`config.mk`:
```
export PLATFORM = sky130hd
export DESIGN_NAME = pmmd_decoder
export DESIGN_NICKNAME = d
export VERILOG_FILES = /design/src/shared/pmmd_pkg.sv /design/src/hw/pmmd_ext_addr.sv /design/src/hw/pmmd_decoder.sv
export SDC_FILE = /design/constraint.sdc
export NUM_CORES = 1
export LEC_CHECK = 0
export BUFFER_PORTS_ARGS = -buffer_cell sky130_fd_sc_hd__buf_2
export CORE_AREA = 8 8 76 129
export DETAILED_ROUTE_END_ITERATION = 10
export DIE_AREA = 0 0 84 137
export PLACE_DENSITY_LB_ADDON = 0.12
export SYNTH_ARGS = -nofsm -noshare
export SYNTH_HDL_FRONTEND = slang
export SYNTH_HIERARCHICAL = 1
export SYNTH_SLANG_ARGS = --single-unit
```
`constraint.sdc`:
```
create_clock -name i_clk -period 2.5 [get_ports i_clk]
set_input_delay 0.75 -clock i_clk [delete_from_list [all_inputs] [get_ports i_clk]]
set_output_delay 0.75 -clock i_clk [all_outputs]
set_load 0.01 [all_outputs]
```
`src/shared/pmmd_pkg.sv`:
```
package pmmd_pkg;

  // Address space
  localparam int          PMMD_PC_W        = 21;
  localparam logic [20:0] PMMD_RESET_VEC   = 21'h000000;
  localparam logic [20:0] PMMD_HI_VEC      = 21'h000008;
  localparam logic [20:0] PMMD_LO_VEC      = 21'h000018;
  localparam logic [20:0] PMMD_KB          = 21'h000400;
  localparam logic [20:0] PMMD_CFG_SPAN    = 21'h000008;
  localparam logic [20:0] PMMD_CFG_BYTE3L  = 21'h000004;
  localparam int          PMMD_CFG_BYTES   = 8;

  // Bus config byte fields
  localparam int          PMMD_WAIT_BIT    = 7;
  localparam int          PMMD_BW_BIT      = 6;
  localparam int          PMMD_MODE_HI     = 5;
  localparam int          PMMD_MODE_LO     = 4;
  localparam int          PMMD_SHIFT_BIT   = 3;
  localparam logic [7:0]  PMMD_CFG_RESET   = 8'hF8;
  localparam logic [7:0]  PMMD_CFG_MASK    = 8'hF8;

  // Mode field encodings
  localparam logic [1:0]  PMMD_MODE_INT    = 2'h3;
  localparam logic [1:0]  PMMD_MODE_A12    = 2'h2;
  localparam logic [1:0]  PMMD_MODE_A16    = 2'h1;
  localparam logic [1:0]  PMMD_MODE_A20    = 2'h0;

  // Address width codes on output
  localparam logic [1:0]  PMMD_AW_12       = 2'h0;
  localparam logic [1:0]  PMMD_AW_16       = 2'h1;
  localparam logic [1:0]  PMMD_AW_20       = 2'h2;

  // Pending answer source for a taken fetch
  localparam logic [1:0]  PMMD_PEND_NONE   = 2'h0;
  localparam logic [1:0]  PMMD_PEND_FLASH  = 2'h1;
  localparam logic [1:0]  PMMD_PEND_EXT    = 2'h2;
  localparam logic [1:0]  PMMD_PEND_ZERO   = 2'h3;

  // Register port
  localparam logic [3:0]  PMMD_REG_CFG     = 4'h0;
  localparam logic [3:0]  PMMD_REG_STATUS  = 4'h1;
  localparam logic [3:0]  PMMD_REG_VEC     = 4'h2;

  // Fetch target regions
  typedef enum logic [1:0] {
    PMMD_TGT_FLASH,
    PMMD_TGT_CFG,
    PMMD_TGT_EXT,
    PMMD_TGT_ZERO
  } pmmd_tgt_t;

  typedef enum logic [1:0] {
    PMMD_ST_LOAD,
    PMMD_ST_WAIT,
    PMMD_ST_RUN
  } pmmd_state_t;

endpackage : pmmd_pkg

```
`src/hw/pmmd_ext_addr.sv`:
```
`timescale 1ns/1ps
// External address forming: shift and width masking
module pmmd_ext_addr
  import pmmd_pkg::*;
#(
  parameter logic [20:0] TOP = 21'h010000
)
(
  // Request
  input  wire logic [20:0] i_addr,
  input  wire logic        i_shift,
  input  wire logic [1:0]  i_mode,
  // Result
  output logic [19:0]      o_ext_addr
);

  logic [20:0] shifted;
  logic [20:0] masked;

  always_comb
  begin
    shifted = i_shift ? (i_addr - TOP) : i_addr;            // [RQ11] [RQ16]
    masked  = shifted;
    if (i_mode == PMMD_MODE_A12)
    begin
      masked = shifted & 21'h000FFF;                        // [RQ10]
    end
    else if (i_mode == PMMD_MODE_A16)
    begin
      masked = shifted & 21'h00FFFF;                        // [RQ10]
    end
    o_ext_addr = masked[19:0];
  end

endmodule : pmmd_ext_addr

```
`src/hw/pmmd_decoder.sv`:
```
`timescale 1ns/1ps
// Behaviour
// (RQ1) Program counter is 21 bits, 2 MB
// (RQ2) Unmapped space above flash reads zero
// (RQ3) Every reset loads program counter zero
// (RQ4) Interrupt vectors at 0008h and 0018h
// (RQ5) Top four flash words hold configuration
// (RQ6) Config bytes ascending; fourth word reserved
// (RQ7) Config region is last eight flash bytes
// (RQ8) Internal-only mode: flash only, bus off
// (RQ9) Extended mode: above flash goes external
// (RQ10) Mode field bits 5:4 selects width
// (RQ11) Shift bit remaps external base to zero
// (RQ12) Wait bit one disables wait states
// (RQ13) Bus width bit selects 16-bit data
// (RQ14) No-bus variant: internal-only, bits absent
// (RQ15) Data RAM untouched, separate bus
// (RQ16) Shifted address is PC minus flash size
// (RQ17) Flash size is a parameter
module pmmd_decoder
  import pmmd_pkg::*;
#(
  parameter int FLASH_KB = 64,                              // [RQ17]
  parameter bit HAS_BUS  = 1'b1
)
(
  // Clock and reset
  input  wire logic        i_clk,
  input  wire logic        i_rst_n,
  // Core fetch side
  input  wire logic        i_fetch,
  input  wire logic [20:0] i_addr,
  input  wire logic        i_vec_hi,
  input  wire logic        i_vec_lo,
  output logic [20:0]      o_pc,
  output logic [15:0]      o_fetch_data,
  output logic             o_fetch_valid,
  output logic             o_cfg_ready,
  // On-chip flash
  output logic             o_flash_rd,
  output logic [20:0]      o_flash_addr,
  input  wire logic [15:0] i_flash_data,
  // External memory bus
  output logic             o_ext_rd,
  output logic [19:0]      o_ext_addr,
  output logic             o_ext_en,
  output logic [1:0]       o_ext_aw,
  output logic             o_ext_bw16,
  output logic             o_ext_wait_en,
  input  wire logic [15:0] i_ext_data,
  // Register port
  input  wire logic [3:0]  i_reg_addr,
  input  wire logic [7:0]  i_reg_wdata,
  input  wire logic        i_reg_wr,
  input  wire logic        i_reg_rd,
  output logic [7:0]       o_reg_rdata
);

  // Top of on-chip flash; everything above is external or zero
  localparam logic [20:0] TOP =
    21'(FLASH_KB) * PMMD_KB;                                // [RQ17]
  localparam logic [20:0] CFG_BASE = TOP - PMMD_CFG_SPAN;   // [RQ7]

  function automatic pmmd_tgt_t region(input logic [20:0] a,
                                       input logic        ext);
    if (a >= CFG_BASE && a < TOP)
    begin
      return PMMD_TGT_CFG;                                  // [RQ7]
    end
    else if (a < TOP)
    begin
      return PMMD_TGT_FLASH;
    end
    else if (ext)
    begin
      return PMMD_TGT_EXT;                                  // [RQ9]
    end
    return PMMD_TGT_ZERO;                                   // [RQ2] [RQ8]
  endfunction : region

  // Targets that the on-chip flash answers, config words included
  function automatic logic flash_hit(input pmmd_tgt_t t);
    return (t == PMMD_TGT_FLASH) || (t == PMMD_TGT_CFG);    // [RQ7]
  endfunction : flash_hit

  // Source of the answer two cycles after a taken fetch
  function automatic logic [1:0] pend_code(input pmmd_tgt_t t);
    if (t == PMMD_TGT_EXT)
    begin
      return PMMD_PEND_EXT;                                 // [RQ9]
    end
    else if (t == PMMD_TGT_ZERO)
    begin
      return PMMD_PEND_ZERO;                                // [RQ2]
    end
    return PMMD_PEND_FLASH;
  endfunction : pend_code

  // Width code for the external address bus
  function automatic logic [1:0] aw_code(input logic [1:0] m);
    if (m == PMMD_MODE_A12)
    begin
      return PMMD_AW_12;                                    // [RQ10]
    end
    else if (m == PMMD_MODE_A16)
    begin
      return PMMD_AW_16;                                    // [RQ10]
    end
    return PMMD_AW_20;                                      // [RQ10]
  endfunction : aw_code

  pmmd_state_t state_q;
  logic [7:0]  cfg_q;
  logic        cfg_written_q;
  logic [20:0] pc_q;
  logic [20:0] flash_addr_q;
  logic        flash_rd_q;
  logic        ext_rd_q;
  logic [19:0] ext_addr_q;
  logic [15:0] fetch_data_q;
  logic        fetch_valid_q;
  logic [1:0]  pend_q;
  logic [7:0]  rdata_q;
  logic [1:0]  ext_aw_q;
  logic        ext_en_q;
  logic        bw_q;
  logic        wait_q;
  logic        ready_q;

  logic [1:0]  mode;
  logic        ext_mode;
  logic [19:0] ext_addr_d;
  pmmd_tgt_t   tgt;

  // No-bus variant forces internal-only and hides the bits
  assign mode     = HAS_BUS ? cfg_q[PMMD_MODE_HI:PMMD_MODE_LO]
                            : PMMD_MODE_INT;                // [RQ14]
  assign ext_mode = (mode != PMMD_MODE_INT);                // [RQ8] [RQ10]
  assign tgt      = region(i_addr, ext_mode);

  pmmd_ext_addr #(
    .TOP (TOP)
  ) u_ext_addr (
    .i_addr     (i_addr),
    .i_shift    (cfg_q[PMMD_SHIFT_BIT]),
    .i_mode     (mode),
    .o_ext_addr (ext_addr_d)
  );

  // Config load: read word holding the bus config byte, then run
  always_ff @(posedge i_clk)
  begin
    if (!i_rst_n)
    begin
      state_q <= PMMD_ST_LOAD;                              // [RQ5]
      ready_q <= 1'b0;
    end
    else
    begin
      case (state_q)
        PMMD_ST_LOAD: state_q <= PMMD_ST_WAIT;
        PMMD_ST_WAIT: state_q <= PMMD_ST_RUN;
        default:      state_q <= PMMD_ST_RUN;
      endcase
      // Own flop so the ready output is not decoded from state bits
      ready_q <= (state_q != PMMD_ST_LOAD);                 // [RQ5]
    end
  end

  // Bus config byte: loaded from flash, then write-once by software
  always_ff @(posedge i_clk)
  begin
    if (!i_rst_n)
    begin
      cfg_q         <= PMMD_CFG_RESET;
      cfg_written_q <= 1'b0;
    end
    else if (state_q == PMMD_ST_WAIT)
    begin
      // Byte 4 of region is the low byte of word three
      cfg_q <= i_flash_data[7:0] & PMMD_CFG_MASK;           // [RQ5] [RQ6]
    end
    else if (state_q == PMMD_ST_RUN && i_reg_wr &&
             i_reg_addr == PMMD_REG_CFG && !cfg_written_q)
    begin
      cfg_q         <= i_reg_wdata & PMMD_CFG_MASK;
      cfg_written_q <= 1'b1;
    end
  end

  // Program counter: reset vector, then vectors or fetch address
  always_ff @(posedge i_clk)
  begin
    if (!i_rst_n)
    begin
      pc_q <= PMMD_RESET_VEC;                               // [RQ3]
    end
    else if (i_vec_hi)
    begin
      pc_q <= PMMD_HI_VEC;                                  // [RQ4]
    end
    else if (i_vec_lo)
    begin
      pc_q <= PMMD_LO_VEC;                                  // [RQ4]
    end
    else if (i_fetch && state_q == PMMD_ST_RUN)
    begin
      pc_q <= i_addr;                                       // [RQ1]
    end
  end

  // Fetch dispatch, one cycle to the memories
  always_ff @(posedge i_clk)
  begin
    if (!i_rst_n)
    begin
      flash_rd_q   <= 1'b0;
      flash_addr_q <= PMMD_RESET_VEC;
      ext_rd_q     <= 1'b0;
      ext_addr_q   <= 20'h00000;
      pend_q       <= PMMD_PEND_NONE;
    end
    else if (state_q == PMMD_ST_LOAD)
    begin
      flash_rd_q   <= 1'b1;
      flash_addr_q <= CFG_BASE + PMMD_CFG_BYTE3L;           // [RQ6]
      ext_rd_q     <= 1'b0;
      pend_q       <= PMMD_PEND_NONE;
    end
    // A fetch before the config load ends is dropped, not queued
    else if (state_q == PMMD_ST_RUN && i_fetch)
    begin
      flash_rd_q   <= flash_hit(tgt);                       // [RQ7]
      flash_addr_q <= i_addr;
      ext_rd_q     <= (tgt == PMMD_TGT_EXT);                // [RQ9]
      ext_addr_q   <= ext_addr_d;                           // [RQ11]
      pend_q       <= pend_code(tgt);                       // [RQ2]
    end
    else
    begin
      flash_rd_q <= 1'b0;
      ext_rd_q   <= 1'b0;
      pend_q     <= PMMD_PEND_NONE;
    end
  end

  // Return data, one cycle after the memory read
  always_ff @(posedge i_clk)
  begin
    if (!i_rst_n)
    begin
      fetch_data_q  <= 16'h0000;
      fetch_valid_q <= 1'b0;
    end
    else
    begin
      // Memories answer within the strobe cycle; taken at its end
      fetch_valid_q <= (pend_q != PMMD_PEND_NONE);
      if (pend_q == PMMD_PEND_FLASH)
      begin
        fetch_data_q <= i_flash_data;
      end
      else if (pend_q == PMMD_PEND_EXT)
      begin
        fetch_data_q <= i_ext_data;
      end
      else
      begin
        fetch_data_q <= 16'h0000;                           // [RQ2]
      end
    end
  end

  // Bus configuration outputs, registered from the config byte
  always_ff @(posedge i_clk)
  begin
    if (!i_rst_n)
    begin
      ext_en_q <= 1'b0;
      ext_aw_q <= PMMD_AW_20;
      bw_q     <= 1'b0;
      wait_q   <= 1'b0;
    end
    else
    begin
      ext_en_q <= ext_mode && state_q == PMMD_ST_RUN;       // [RQ8]
      ext_aw_q <= aw_code(mode);                            // [RQ10]
      bw_q     <= HAS_BUS && cfg_q[PMMD_BW_BIT];            // [RQ13]
      // Count itself lives in the memory bus control register
      wait_q   <= HAS_BUS && !cfg_q[PMMD_WAIT_BIT];         // [RQ12]
    end
  end

  // Register reads; data RAM never passes through here
  always_ff @(posedge i_clk)
  begin
    if (!i_rst_n)
    begin
      rdata_q <= 8'h00;
    end
    else if (i_reg_rd)
    begin
      if (i_reg_addr == PMMD_REG_CFG)
      begin
        rdata_q <= HAS_BUS ? cfg_q : 8'h00;                 // [RQ14]
      end
      else if (i_reg_addr == PMMD_REG_STATUS)
      begin
        rdata_q <= {5'h00, cfg_written_q, ext_mode,
                    state_q == PMMD_ST_RUN};
      end
      else if (i_reg_addr == PMMD_REG_VEC)
      begin
        rdata_q <= pc_q[7:0];
      end
      else
      begin
        rdata_q <= 8'h00;
      end
    end
    else
    begin
      rdata_q <= 8'h00;
    end
  end

  assign o_pc          = pc_q;
  assign o_fetch_data  = fetch_data_q;
  assign o_fetch_valid = fetch_valid_q;                     // [RQ15]
  assign o_cfg_ready   = ready_q;
  assign o_flash_rd    = flash_rd_q;
  assign o_flash_addr  = flash_addr_q;
  assign o_ext_rd      = ext_rd_q;
  assign o_ext_addr    = ext_addr_q;
  assign o_ext_en      = ext_en_q;
  assign o_ext_aw      = ext_aw_q;
  assign o_ext_bw16    = bw_q;
  assign o_ext_wait_en = wait_q;
  assign o_reg_rdata   = rdata_q;

endmodule : pmmd_decoder

```
* Word-level counts from Yosys, hierarchy flattened
Cells that the tools add are included.
** Word-level totals
- Output and inout bits :: 95
- Bits of input ports :: 72
- Bits in registers :: 105
** Operators by class
- Mux-type cells :: 38
- $add $sub $neg :: 1
- $lt $le $gt $ge :: 2
- Reductions and logical operators :: 29
- Bitwise operators :: 7
- Eq/ne operators :: 12
** Operators by type and width (number)
- $mux W16 :: 4
- $mux W20 :: 3
- $mux W8 :: 5
- $ge A21 B16 Y1 const B :: 1
- $lt A21 B17 Y1 const B :: 1
- $sub A20 B17 Y20 const B :: 1
- $mux W2 :: 9
- $mux W1 :: 14
- $eq A2 B2 Y1 const B :: 5
- $mux W5 :: 2
- $reduce_bool A2 Y1 :: 5
- $reduce_or A3 Y1 :: 3
- $eq A2 B1 Y1 const B :: 4
- $reduce_and A2 Y1 :: 4
- $not A1 Y1 :: 7
- $logic_and A1 B1 Y1 :: 6
- $reduce_or A2 Y1 :: 3
- $eq A4 B1 Y1 const B :: 1
- $eq A4 B2 Y1 const B :: 1
- $logic_not A2 Y1 :: 2
- $logic_not A4 Y1 :: 1
- $mux W4 :: 1
- $reduce_or A4 Y1 :: 1
- $reduce_bool A3 Y1 :: 1
- other kinds (3) :: 4

* Longest topological paths before layout
- Depth after elaboration :: 13
- Depth in mapped cells :: 7
- Mapped depth without buffers :: 7

* Modules after synthesis
The synthesis kept the hierarchy.
** By module, submodules not included
- pmmd_decoder :: area each 3683.5 µm², cells an instance 408, instances 1
- pmmd_ext_addr :: area each 232.7 µm², cells an instance 31, instances 1

* Least setup slack after synthesis
Ideal clock, no wire load.
- Path kind :: input to register
- Start :: in i_rst_n
- End :: reg pc_q[11] (netlist: o_pc[11])
- Required time :: 2434 ps
- Data arrival time :: 1618 ps
- Stages on the path :: 6
- Setup slack :: 816 ps
- Buffers on the path :: 3
- Cells stage by stage :: buf_6 > inv_4 > or3_1 > buf_6 > buf_6 > a21oi_2
** Between the ends
- Cells in the longest elaborated chain, start to end :: 2
** RTL lines
- start: declaration :: line pmmd_decoder.sv:29 : input wire logic i_rst_n,
- $not A1 Y1 (no source line)
- $reduce_or A3 Y1 (no source line)
- end signal: assignment :: line pmmd_decoder.sv:208 : pc_q <= i_addr;
- end: declaration :: line pmmd_decoder.sv:115 : logic [20:0] pc_q;
Every way passes these cells.
A chain may end at the register's enable or synchronous reset.

==> summary.txt <==
Area Overhead vs Synth: 26.5%
First-pass GRT wire length: 17,100 µm
TritonCTS buffer count: 9
Status: complete, no violations
Rel. slew slack: 26.2%
Starting Density: 48.4%
Number of buffers added on ports: 163
Final Hold Slack: 0.452 ns
CP Max Fanout: 14
Worst-margin pin slew: 1.10 ns
Vias/cell: 5.16
Largest net degree at the start of global routing: 64
CP Class: reg2out
#FFs+latches synth: 104
Yosys Warn Count: 6
Total routed wirelength: 11,100 µm
Largest area contributor in the netlist: dfxtp_1
Final antenna-violating net count: 0
Fin. Hold Viols: 0
1st-iter DRT viols: 129
CP top delay family: flip-flops
Primary FF master, synth: dfxtp_1
EDFF count, synth: 0
Clock H-tree levels: 3
Final Wtd Congestion: 0.761
Layout net count: 653
Mapped Cells: 439
Clock sink count: 104
Required time worst endpoint: 1.75 ns
Clk buf depth: 2
Layout Cells excl Fill: 674
TritonCTS clock tree: built
Mean Syn Cell Area: 8.92 µm²
Most frequent cells in the layout: buf_2 (163), dfxtp_1 (104), nand2_1 (95)
GRT Util Overall: 18.3%
Final setup vio count: 0
Commonest non-fill, non-tap cell in the layout: buf_2
Initial antenna violation count: 0
Placeable Area: 8090 µm²
Crit-path max cell delay: 0.59 ns
Via count: 3,480
Clk Latency, worst-skew pair: 0.34 ns
Slowest cell on crit path: dfxtp_1
Critical Path AT: 1.15 ns
Sequential area share after synthesis: 53.2%
Die width: 84 µm
Dpl cells: 659
Residual DRC: 0
Root buf cell: clkbuf_16
HPWL Detailed: 8260 µm
Antenna Cells: 0
Overflow left after global routing: 0
Critical path launch point type: flip-flop
Synthesized cell area: 3920 µm²
Post-CTS Setup Bufs: 0
Minimum clock period: 1.90 ns
RSZ-0062 raised after global routing: no
Drt first pass iters: 5
Seq. cell area: 2080 µm²
Multi-input gate area: 1570 µm²
Vias in the first global route: 3,376
Die Span Y: 137 µm
Peak supply drop: 0.467 mV
Fin Clk Skew: 0.00667 ns
Layout cells sized above 1: 34.4%
CP bufs+invs: 1
Slew Viols, Final: 0
Syn Nets: 514
Hold Path Class: reg2reg
Layout fillers: 750
I/O pins: 167
Crit path cell chain: buf_2
Leakage: 2.26 nW
Setup TNS: 0 ns
FP Rows: 44
Area fraction of the dominant cell type after synthesis: 53.2%
Max Fclk: 0.527 GHz
Die area: 11,500 µm²
Routed WL per cell: 16.5 µm
PostCTS Resize Cnt: 0
Asr flop ratio synth: 0%
CTS clock-pin slew for the worst setup and hold paths: 0.07 ns
Yosys cell types: 39
Hold_buf cts: 0
Maxcap violations: 0
Worst setup EP type: primary output
Top post-synthesis cells by area: dfxtp_1 (53%), nand2_1 (9.1%), a21oi_1 (7.9%)
Fin crit share: 76.0%
P per Cell Area: 721 nW/µm²
## flip-flops by register name, indices dropped and copies added, names as in the netlist, 2 cells and up
name	flops
o_ext_addr	20
o_fetch_data	16
o_pc	21
cfg_q	5
state_q	2
o_reg_rdata	8
pend_q	2
o_ext_aw	2
o_flash_addr	21
## report_power, final
part | internal [W] | switching (W)
Clock | 0.000797 | 0.000578
Combinational | 0.000172 | 0.000244
Sequential | 0.00173 | 0.0000495
Total | 0.00270 | 0.000871
## cells in the mapped netlist, types with 5 or more instances
library cell	count
inv_1	6
dfxtp_1	104
nor2_1	39
and2_1	6
and3b_1	5
buf_4	12
nor2b_1	5
nand2_1	95
a22oi_1	23
a211oi_1	6
a21oi_2	11
buf_2	13
a21oi_1	62
clkbuf_1	12
## final cells by class
class | count | area share [%]
timing repair buffer | 168 | 17.5
inverter | 7 | 0.581
clock inverter | 3 | 0.859
tap | 92 | 2.32
sequential | 104 | 42.0
clock buffer | 12 | 4.98
multi-input combinational | 288 | 31.7
## per-layer routing
| metal | vias up | share of wire [%] | GRT usage, % |
|---|---|---|---|
| met3 | 10 | 7.4 | 6.20 |
| met2 | 142 | 52 | 32.3 |
| met1 | 1596 | 40 | 19.8 |
| met5 | - | 0 | 0 |
| li1 | 1732 | - | - |
| met4 | 0 | 1.2 | 6.47 |
## path summary, 6_finish.rpt
check / cells after the start / slack [ns] / from / end
worst min-delay path: 2 / 0.45 / o_flash_addr[1] / o_flash_addr[1]
worst min register to register: 2 / 0.45 / o_flash_addr[1] / o_flash_addr[1]
worst max-delay path: 1 / 0.60 / state_q[1] / o_cfg_ready
worst max register to register: 4 / 0.85 / state_q[1] / o_pc[4]
## stage by stage
stage	cell area (µm²)	setup slack, ns	utilization, %	power, W
6_report	4950	0.601	61.2	0.00357
5_1_grt	4950	0.580	61.2	0.00370
4_1_cts	4950	0.612	61.2	0.00360
3_5_place_dp	4660	0.469	57.6	0.00223
3_3_place_gp	4660	0.509	57.6	0.00223
2_1_floorplan	3920	0.816	-	0.00206
## cells by family after synthesis
group / share of synthesized area [%]
and+or+nand+nor: 19.6
AOI/OAI and AO/OA: 17.3
DFF: 53.2
buffers and inverters: 6.71
muxes: 1.31
xor gates and xnor gates: 0.895
adders and majority gates: 0.959
Note: power is estimated with default switching activity, not from simulation.
